<file path="src/trace_readout_pkg.sv">
// package for the trace buffer read-out: port offsets, widths, reset values
// assumes a single 20 MHz bus clock and plain ports, no register bus
package trace_readout_pkg;
  localparam int unsigned LINE_W = 64;
  localparam int unsigned WORD_W = 16;
  localparam int unsigned WORDS_PER_LINE = 4;
  localparam int unsigned DEPTH = 64;
  localparam int unsigned LINE_AW = 6;
  localparam int unsigned WORD_SEL_W = 2;
  localparam logic [3:0] OFS_PORT_HIGH = 4'h0; // byte offset of high word
  localparam logic [3:0] OFS_PORT_LOW = 4'h2; // byte offset of low word
  localparam int unsigned TAG_RW_BIT = 1;
  localparam int unsigned TAG_OCF_BIT = 0;
  localparam logic [WORD_W-1:0] INVALID_DATA = 16'hffff;
  localparam logic [WORD_W-1:0] ZERO_DATA = 16'h0000;
  localparam logic [LINE_AW-1:0] PTR_RESET = 6'h00;
  localparam logic [WORD_SEL_W-1:0] WSEL_RESET = 2'h0;
  localparam logic [WORD_SEL_W-1:0] WSEL_LAST = 2'h3;
endpackage

</file>
<file path="src/trace_line_ram.sv">
// trace line storage: one write port from the capture side, registered read
// assumes read address is held while the read data is used
`timescale 1ns/10ps
module trace_line_ram #(
  parameter int unsigned DW = 64,
  parameter int unsigned AW = 6
) (
  input wire logic i_clk,
  input wire logic i_we,
  input wire logic [AW-1:0] i_waddr,
  input wire logic [DW-1:0] i_wdata,
  input wire logic [AW-1:0] i_raddr,
  output logic [DW-1:0] o_rdata
);
  logic [DW-1:0] mem [0:(1<<AW)-1];

  // no reset on the array, only the read register matters
  always_ff @(posedge i_clk) begin
    if (i_we) begin
      mem[i_waddr] <= i_wdata;
    end
    o_rdata <= mem[i_raddr];
  end
endmodule

</file>
<file path="src/trace_buffer_readout.sv">
// trace buffer read-out: capture store, lock, read pointer and word order
// assumes port accesses are single-cycle strobes synchronous to i_clk
// assumes reads come at least two cycles after a pointer move, as ram data trail it
`timescale 1ns/10ps
module trace_buffer_readout #(
  parameter int unsigned DEPTH = trace_readout_pkg::DEPTH,
  parameter int unsigned AW = trace_readout_pkg::LINE_AW
) (
  input wire logic i_clk,
  input wire logic i_resetn,
  // debug_trace_unit state
  input wire logic i_armed,
  input wire logic i_arm_write_one,
  input wire logic [1:0] i_trace_source_select,
  input wire logic i_secured,
  // capture side
  input wire logic i_cap_valid,
  input wire logic [trace_readout_pkg::LINE_W-1:0] i_cap_line,
  input wire logic i_cap_rw,
  input wire logic i_cap_opfetch,
  input wire logic i_session_start,
  // trace_buffer_port access
  input wire logic i_acc_valid,
  input wire logic i_acc_write,
  input wire logic i_acc_word,
  input wire logic [3:0] i_acc_addr,
  output logic o_rd_valid,
  output logic [trace_readout_pkg::WORD_W-1:0] o_rd_data,
  // trace_count_register
  output logic [AW:0] o_valid_line_count,
  output logic o_locked,
  output logic [1:0] o_cur_tag
);
  logic [AW-1:0] wr_ptr_ff;
  logic [AW-1:0] nxt_wr_ptr;
  logic [AW-1:0] rd_ptr_ff;
  logic [AW-1:0] nxt_rd_ptr;
  logic [trace_readout_pkg::WORD_SEL_W-1:0] wsel_ff;
  logic [trace_readout_pkg::WORD_SEL_W-1:0] nxt_wsel;
  logic [AW:0] count_ff;
  logic [AW:0] nxt_count;
  logic overflow_ff;
  logic locked_ff;
  logic rd_valid_ff;
  logic [trace_readout_pkg::WORD_W-1:0] rd_data_ff;
  logic [1:0] tag_mem [0:DEPTH-1];
  logic [1:0] tag_ff;
  logic [trace_readout_pkg::LINE_W-1:0] ram_q;

  // access decode; the port sits in the lowest four bytes
  wire aligned = i_acc_word && (i_acc_addr[0] == 1'b0);
  wire on_port = (i_acc_addr[3:2] == trace_readout_pkg::OFS_PORT_HIGH[3:2]);
  wire port_wr = i_acc_valid && i_acc_write && aligned && on_port;
  wire high_wr = port_wr && (i_acc_addr == trace_readout_pkg::OFS_PORT_HIGH);
  wire port_rd = i_acc_valid && !i_acc_write && on_port;

  // unlock and rewind only count while disarmed; armed writes are ignored
  wire unlock_wr = port_wr && !i_armed;
  wire rewind = high_wr && !i_armed;

  // read permission; a locked, disarmed buffer answers zero rather than stale data
  wire sourced = |i_trace_source_select;
  wire permit = !i_armed && sourced && !i_secured && !locked_ff;
  wire good_rd = port_rd && aligned && permit;
  wire step_rd = good_rd || unlock_wr;

  // pointer helpers; both pointers wrap at the last line
  wire [AW-1:0] oldest = overflow_ff ? wr_ptr_ff : trace_readout_pkg::PTR_RESET;
  wire last_word = (wsel_ff == trace_readout_pkg::WSEL_LAST);
  wire capture = i_cap_valid && i_armed;
  wire wr_at_end = (wr_ptr_ff == AW'(DEPTH - 1));
  wire rd_at_end = (rd_ptr_ff == AW'(DEPTH - 1));

  // word select, low word first; all four words incl. invalid bytes
  wire [trace_readout_pkg::WORD_W-1:0] word_mux =
    ram_q[wsel_ff*trace_readout_pkg::WORD_W +: trace_readout_pkg::WORD_W];

  // read answer; misaligned beats armed, armed beats the permission check
  wire [trace_readout_pkg::WORD_W-1:0] refused_data = (aligned && i_armed) ?
    trace_readout_pkg::INVALID_DATA :
    trace_readout_pkg::ZERO_DATA;
  wire [trace_readout_pkg::WORD_W-1:0] nxt_rd_data = good_rd ? word_mux : refused_data;

  // write side next state; count saturates once every line is used
  always_comb begin
    nxt_wr_ptr = wr_ptr_ff;
    nxt_count = count_ff;
    if (capture) begin
      nxt_wr_ptr = wr_at_end ? '0 : wr_ptr_ff + 1'b1;
      if (count_ff != (AW+1)'(DEPTH)) begin
        nxt_count = count_ff + 1'b1;
      end
    end
    if (i_session_start) begin
      nxt_wr_ptr = trace_readout_pkg::PTR_RESET;
      nxt_count = '0;
    end
  end

  // read side next state; a rewind beats a step, arming pins the pointer
  always_comb begin
    nxt_rd_ptr = rd_ptr_ff;
    nxt_wsel = wsel_ff;
    if (rewind) begin
      nxt_rd_ptr = oldest;
      nxt_wsel = trace_readout_pkg::WSEL_RESET;
    end else if (step_rd) begin
      nxt_wsel = wsel_ff + 1'b1;
      if (last_word) begin
        nxt_rd_ptr = rd_at_end ? '0 : rd_ptr_ff + 1'b1;
      end
    end else if (i_armed) begin
      nxt_rd_ptr = nxt_count[AW] ? nxt_wr_ptr : trace_readout_pkg::PTR_RESET;
      nxt_wsel = trace_readout_pkg::WSEL_RESET;
    end
  end

  // line store; its read data trail the pointer by one cycle
  trace_line_ram #(
    .DW(trace_readout_pkg::LINE_W),
    .AW(AW)
  ) u_ram (
    .i_clk(i_clk),
    .i_we(capture),
    .i_waddr(wr_ptr_ff),
    .i_wdata(i_cap_line),
    .i_raddr(rd_ptr_ff),
    .o_rdata(ram_q)
  );

  // tag bits kept beside each line; the array itself needs no reset
  always_ff @(posedge i_clk) begin
    if (capture) begin
      tag_mem[wr_ptr_ff] <= {i_cap_rw, i_cap_opfetch};
    end
  end

  // tag of the line at the read pointer, cleared at reset; unwritten lines still show unknown
  always_ff @(posedge i_clk or negedge i_resetn) begin
    if (!i_resetn) begin
      tag_ff <= 2'h0;
    end else begin
      tag_ff <= tag_mem[rd_ptr_ff];
    end
  end

  // lock: set on arm, cleared by one aligned word write while disarmed
  always_ff @(posedge i_clk or negedge i_resetn) begin
    if (!i_resetn) begin
      locked_ff <= 1'b0;
    end else if (i_arm_write_one) begin
      locked_ff <= 1'b1;
    end else if (unlock_wr) begin
      locked_ff <= 1'b0;
    end
  end

  // overflow marks that the write pointer wrapped
  always_ff @(posedge i_clk or negedge i_resetn) begin
    if (!i_resetn) begin
      overflow_ff <= 1'b0;
    end else if (i_session_start) begin
      overflow_ff <= 1'b0;
    end else if (capture && wr_at_end) begin
      overflow_ff <= 1'b1;
    end
  end

  // write pointer; session start brings it back to line 0
  always_ff @(posedge i_clk or negedge i_resetn) begin
    if (!i_resetn) begin
      wr_ptr_ff <= trace_readout_pkg::PTR_RESET;
    end else begin
      wr_ptr_ff <= nxt_wr_ptr;
    end
  end

  // read pointer and word select, moved only by reads, port writes and arming
  always_ff @(posedge i_clk or negedge i_resetn) begin
    if (!i_resetn) begin
      rd_ptr_ff <= trace_readout_pkg::PTR_RESET;
      wsel_ff <= trace_readout_pkg::WSEL_RESET;
    end else begin
      rd_ptr_ff <= nxt_rd_ptr;
      wsel_ff <= nxt_wsel;
    end
  end

  // valid line count; no read path touches it
  always_ff @(posedge i_clk or negedge i_resetn) begin
    if (!i_resetn) begin
      count_ff <= '0;
    end else begin
      count_ff <= nxt_count;
    end
  end

  // read strobe, one cycle after every port read
  always_ff @(posedge i_clk or negedge i_resetn) begin
    if (!i_resetn) begin
      rd_valid_ff <= 1'b0;
    end else begin
      rd_valid_ff <= port_rd;
    end
  end

  // read data hold until the next read, so a slow host can still take them
  always_ff @(posedge i_clk or negedge i_resetn) begin
    if (!i_resetn) begin
      rd_data_ff <= trace_readout_pkg::ZERO_DATA;
    end else if (port_rd) begin
      rd_data_ff <= nxt_rd_data;
    end
  end

  // outputs come straight from flops
  assign o_rd_valid = rd_valid_ff;
  assign o_rd_data = rd_data_ff;
  assign o_valid_line_count = count_ff;
  assign o_locked = locked_ff;
  assign o_cur_tag = tag_ff;
endmodule

</file>
<file path="config.mk">
export PLATFORM = sky130hd
export DESIGN_NAME = trace_buffer_readout
export DESIGN_NICKNAME = d
export VERILOG_FILES = /design/src/trace_readout_pkg.sv /design/src/trace_line_ram.sv /design/src/trace_buffer_readout.sv
export SDC_FILE = /design/constraint.sdc
export NUM_CORES = 2
export LEC_CHECK = 0
export BUFFER_PORTS_ARGS = -buffer_cell sky130_fd_sc_hd__buf_2
export CAP_MARGIN = 15
export CELL_PAD_IN_SITES_DETAIL_PLACEMENT = 1
export CELL_PAD_IN_SITES_GLOBAL_PLACEMENT = 2
export CORE_UTILIZATION = 51
export CTS_CLUSTER_SIZE = 14
export DETAILED_ROUTE_END_ITERATION = 10
export HOLD_SLACK_MARGIN = 0.06
export PLACE_DENSITY_LB_ADDON = 0.25
export SYNTH_ARGS = -nofsm -noshare
export SYNTH_HDL_FRONTEND = slang
export SYNTH_MEMORY_MAX_BITS = 65536
export SYNTH_SLANG_ARGS = --single-unit
</file>
<file path="constraint.sdc">
create_clock -name i_clk -period 5.7 [get_ports i_clk]
set_input_delay 0.285 -clock i_clk [delete_from_list [all_inputs] [get_ports i_clk]]
set_output_delay 0.285 -clock i_clk [all_outputs]
set_load 0.01 [all_outputs]
</file>
# After elaboration in Yosys (flattened, before gate mapping)
# Memories as Yosys holds them, arrays and structs flattened. A register that Yosys moved wholly into a read port is not among the register bits.
# Index checks and enable logic that the tools add are counted.
# Widths: inputs -> output; s select.
[totals] register_bits=40 latch_bits=0 elab_cells=79 rom_bits=0 ram_bits=4224 inputBits=82 out_inout_bits=27 mem_count=2
[classes] add_sub_neg=4 n_lt_le_gt_ge=0 mul=0 muxes=24 n_reduce_logical=33 bitwise=1 n_eq_ne=5 div_mod_pow=0 shifts=1
[mem_list] name="u_ram.mem" depth=64 word_bits=64 rd=1 rd_clocked_by_memory_dff=1 wr=1 line="trace_line_ram.sv:15" source="logic [DW-1:0] mem [0:(1<<AW)-1];"
[mem_list] name="tag_mem" depth=64 word_bits=2 rd=1 rd_clocked_by_memory_dff=1 wr=1 line="trace_buffer_readout.sv:46" source="logic [1:0] tag_mem [0:DEPTH-1];"
[op_table] operator="$shiftx 64x7->16" n=1
[op_table] operator="$mux 6" n=10
[op_table] operator="$mux 16" n=2
[op_table] operator="$mux 7" n=3
[op_table] operator="$logic_and 1x1->1" n=17
[op_table] operator="$add 6x1->6 const B" n=2
[op_table] operator="$eq 6x6->1 const B" n=2
[op_table] operator="$reduce_bool 2->1" n=4
[op_table] operator="$add 7x1->7 const B" n=1
[op_table] operator="$ne 7x7->1 const B" n=1
[op_table] operator="$mux 1" n=6
[op_table] operator="$mux 2" n=3
[op_table] operator="$logic_not 1->1" n=5
[op_table] operator="$logic_not 4->1" n=1
[op_table] operator="$reduce_and 2->1" n=2
[op_table] operator="$ne 3x2->1 const B" n=1
[op_table] operator="$reduce_bool 3->1" n=1
[op_table] operator="$add 2x1->2 const B" n=1
[op_table] operator="$eq 2x2->1 const B" n=1
[op_table] operator="$logic_not 2->1" n=1
[op_table] operator="$reduce_or 2->1" n=1
[op_table] operator="$logic_or 1x1->1" n=1
[op_table] operator="$not 1->1" n=1

# Logic depth before layout (Yosys ltp)
[logic_depth] depth_word=8 depth_mapped=12 depth_no_buf=8

# Hierarchy
# Synthesis repeated with hierarchy kept, for this count alone.
[hier_totals] cells_unflattened=7155 hier_area_um2=164148.7
[by_module_without_submodules] mod="trace_line_ram" instances=1 seq_area_each_um2=124279.2 cells_per_inst=6598 area_per_inst_um2=156348.7
[by_module_without_submodules] mod="trace_buffer_readout" instances=1 seq_area_each_um2=4894.7 cells_per_inst=557 area_per_inst_um2=7800.0

# Worst setup path before layout
# No wires, ideal clock.
[synth_path] kind="register -> register" start="register wr_ptr_ff[3]" end="memory tag_mem[15][0], enable pin" stages_incl_launch_ff=5 setup_time_ns=0.491 arrival_ns=3.985 path_slack_ns=1.225 required_time_ns=5.209 period_less_slack_ns=4.475 path_buffers=2 path_cell_list="dfrtp_1 > clkbuf_1 > or3b_2 > clkbuf_1 > nor2_1"
[synth_rtl] item="from (decl)" line="trace_buffer_readout.sv:34" source="logic [AW-1:0] wr_ptr_ff;"
[synth_rtl] item="from (signal assigned)" line="trace_buffer_readout.sv:172" source="wr_ptr_ff <= trace_readout_pkg::PTR_RESET;"
[synth_rtl] item="from (signal assigned)" line="trace_buffer_readout.sv:174" source="wr_ptr_ff <= nxt_wr_ptr;"
[synth_rtl] item="to (decl)" line="trace_buffer_readout.sv:46"
# Straight into the memory's write port.

==> metrics.md <==
| Metric | Value |
|---|---|
| Critical Path AT | `5.36 ns` |
| First-pass GRT wire length | `680200 um` |
| Worst VDD drop | `268.4 uV` |
| Clock-pin slew on the worst setup and hold paths | `0.07 ns` |
| Detailed Route WL | `494300 um` |
| Post-CTS Setup Inserts | `0` |
| CTS Root Buffer Type | `clkbuf_16` |
| Die height | `571.0 um` |
| Row Count | `208` |
| Routability cong. | `0.8156` |
| Fin. Hold Viols | `0` |
| PostCTS Resize Cnt | `0` |
| Met1 Use GR | `42.36%` |
| Tmin final | `4.459 ns` |
| Post-Route Skew | `0.04713 ns` |
| Gr ovfl total | `0` |
| Sequential fraction of design power | `52.6%` |
| Cell taking the most area after synthesis | `edfxtp_1` |
| CP Max Fanout | `61` |
| I/O pins | `109` |
| Most frequent cell on the critical path | `buf_4` |
| Finish-stage setup viols | `0` |
| Actual slew at the worst max-slew pin | `1.318 ns` |
| Clock buffer depth | `4` |
| Number of synthesized flops with an enable pin | `4224` |
| Initial antenna violation count | `28` |
| Hpwl dp | `263100 um` |
| Starting DRT DRC Count | `10.79k` |
| Largest net degree at the start of global routing | `114` |
| Later-pin clock latency in the skew report | `0.97 ns` |
| Core region area | `321700 um2` |
| Share of layout cells above drive strength 1 | `26.54%` |
| Initial Util | `51.34%` |
| Area Overhead vs Synth | `13.25%` |
| DR vias | `83.81k` |
| Fillers | `26.50k` |
| Pre-CTS WS | `1.519 ns` |
| Post-synth top area share | `76.81%` |
| LEAKAGE | `58.30 nW` |
| Largest cells by area after synthesis | `edfxtp_1, mux4_2, mux2i_1` |
| CTS Sinks | `4330` |
| Max_slew headroom | `12.16%` |
| Register area | `129200 um2` |
| Setup Total Neg Slack | `0 ns` |
| Syn Nets | `7417` |
| CTS tree | `built` |
| Post-Syn Area | `165100 um2` |
| DR DRC count | `0` |
| Ys Warns | `0` |
| Num CTS Buffers | `436` |
| Power Dens Cells | `358.2 nW/um2` |
| CP bufs+invs | `2` |
| Die area | `326100 um2` |
| Cells after Synth | `7330` |
| Crit. End Element | `register` |
| Pint | `52.64 mW` |
| CP delay by family, top | `compound AO/OA/AOI/OAI gates` |
| Layout net count | `7889` |
| Met2 usage | `48.35%` |
| Status | `complete, no violations` |
| Register area share after synthesis | `78.22%` |
| Critical path type | `register to register` |
| Area taken by multi-input logic gates | `34190 um2` |
| Worst R2R Setup Slack | `1.24 ns` |
| H-tree levels | `5` |
| Vias in the first global route | `85.19k` |
| Clock Power Share | `42.2%` |
| Seq cells post-synth | `4330` |
| CP max stage cell | `dfrtp_4` |
| Async S/R FF share, synth | `0.9700%` |
| Max cap viols | `0` |
| CP Cell Sequence | `buf_4 > nor2_1 > buf_4 > a22oi_1 > o221ai_1 > a221oi_1 > o21ai_0 > nand2_1` |
| Nature of the critical path startpoint | `register` |
| Avg Cell Area, Syn | `22.53 um2` |
| Comb pwr share | `5.2%` |
| Input/output buffers | `108` |
| Chip Width | `571.0 um` |
| Most common flop cell mapped by yosys | `edfxtp_1` |
| Routed len/inst | `39.58 um` |
| DR vias/cell | `6.711` |
| RSZ-0062 raised after global routing | `no` |
| Fmax | `224.3 MHz` |
| PnR worst setup slack | `1.241 ns` |
| Worst hold path class | `input pin to register` |
| GR peak layer | `met2` |
| Unique masters post-synth | `61` |
| Routed Antenna Nets | `0` |
| Final period util | `78.23%` |
| Met3 Resource Use GR | `5.097%` |
| Sw frac | `21.43%` |
| Critical Path RT | `6.60 ns` |
| GRT Util Overall | `30.34%` |
| Psw | `14.36 mW` |
| Final max-slew violation count | `0` |
| Pre-antenna DRT Iters | `5` |
| Worst stage delay on the critical path | `0.94 ns` |
-- worst paths after layout --
kind | cells after the start | to | start
hold reg to reg | 1 | o_rd_data[11] | o_rd_data[11]
setup / recovery | 8 | u_ram.o_rdata[61] | rd_ptr_ff[1]
hold / removal | 1 | u_ram.mem[54][52] | i_cap_line[52]
setup reg to reg | 8 | u_ram.o_rdata[61] | rd_ptr_ff[1]
min in group asynchronous | 4 | wsel_ff[0] | i_resetn
max in group asynchronous | 4 | rd_ptr_ff[0] | i_resetn
-- cells in the final DEF (no fill, tap or decap), types with 30 or more instances in the layout --
cell type / count
edfxtp_1: 4224
mux4_2: 1035
clkbuf_16: 446
mux2i_1: 326
nand2_1: 243
buf_4: 201
a21oi_1: 145
clkbuf_1: 116
buf_2: 107
nor2_1: 98
clkinv_2: 78
buf_12: 75
o22ai_1: 74
clkinv_1: 71
nor2_4: 68
dfxtp_1: 64
dlygate4sd3_1: 61
a22oi_1: 57
o221ai_1: 55
nor2b_1: 52
a31oi_1: 50
a221oi_1: 49
a211oi_1: 42
o21ai_0: 42
nand3_1: 37
clkbuf_8: 35
dfrtp_1: 35
bufinv_16: 31
mux2_2: 30
-- state kept, by name, indices dropped and copies added (netlist names), 2 cells and up --
name,flops
u_ram.mem,4096
tag_mem,128
u_ram.o_rdata,64
o_rd_data,16
o_valid_line_count,7
rd_ptr_ff,6
wr_ptr_ff,6
o_cur_tag,2
wsel_ff,2
-- cell families (layout without fill, tap and decap cells) --
kind of cell | Yosys count | after routing | share of synthesized area [%]
flops | 4330 | 4330 | 78.22
mux | 1391 | 1391 | 16.30
simple gates | 592 | 592 | 1.599
compound gates | 583 | 583 | 2.393
buf+inv | 421 | 1263 | 1.409
xor+xnor | 8 | 8 | 0.04243
fa+ha+maj | 5 | 5 | 0.03788
other cells | 0 | 11 | 0
-- final cells by class --
cell class,count,share of cell area [%]
clock buffers,597,6.458
inverters,10,0.02877
clock inverters,211,1.026
multi-input cells,2579,18.28
well taps,4305,2.880
diodes,11,0.01472
repair buffers,445,2.229
flip-flops and latches,4330,69.08
-- power groups by stage --
stage / Combinational, mW / Clock, mW / Sequential (mW)
global placement: 3.35 / 0 / 35.9
detailed placement: 3.43 / 0 / 35.9
finish: 3.48 / 28.3 / 35.2
CTS: 3.47 / 28.6 / 35.2
global route: 3.66 / 29.6 / 35.2
floorplan: 2.09 / 0 / 35.8
-- what timing repair did --
action,CTS,global route
hold buffers,52,9
setup endpoints to repair,0,0
endpoints found under the hold margin,1551,541
-- Yosys cell counts, types with 35 or more instances --
library cell,instances
mux2i_1,326
nand2_1,248
buf_4,58
a31oi_1,50
clkbuf_1,133
o221ai_1,55
edfxtp_1,4224
mux4_2,1035
a21oi_1,145
buf_6,35
nor2_1,166
o21ai_0,42
nor2b_1,55
nand3_1,37
dfrtp_1,42
o22ai_1,74
a221oi_1,49
a211oi_1,42
dfxtp_1,64
buf_2,150
a22oi_1,57
-- per-layer routing --
layer | vias up | wire length, um
met2 | 4672 | 236200
met5 | - | 98
met3 | 959 | 42810
li1 | 32070 | -
met4 | 16 | 21180
met1 | 46090 | 194000
-- through the flow --
step / cells / hold WS (ns) / util [%] / total power [mW] / area (um2)
5_1_grt: 12480 / 0.1268 / 58.13 / 68.46 / 187000
2_1_floorplan: 7330 / -0.01059 / - / 37.87 / 165100
3_5_place_dp: 11600 / 0.1213 / 53.53 / 39.33 / 172200
3_3_place_gp: 11600 / 0.1162 / 53.53 / 39.24 / 172200
6_report: 12490 / 0.06985 / 58.14 / 67.00 / 187000
4_1_cts: 12460 / 0.06082 / 58.05 / 67.29 / 186700
Note: power is estimated with default switching activity, not from simulation.
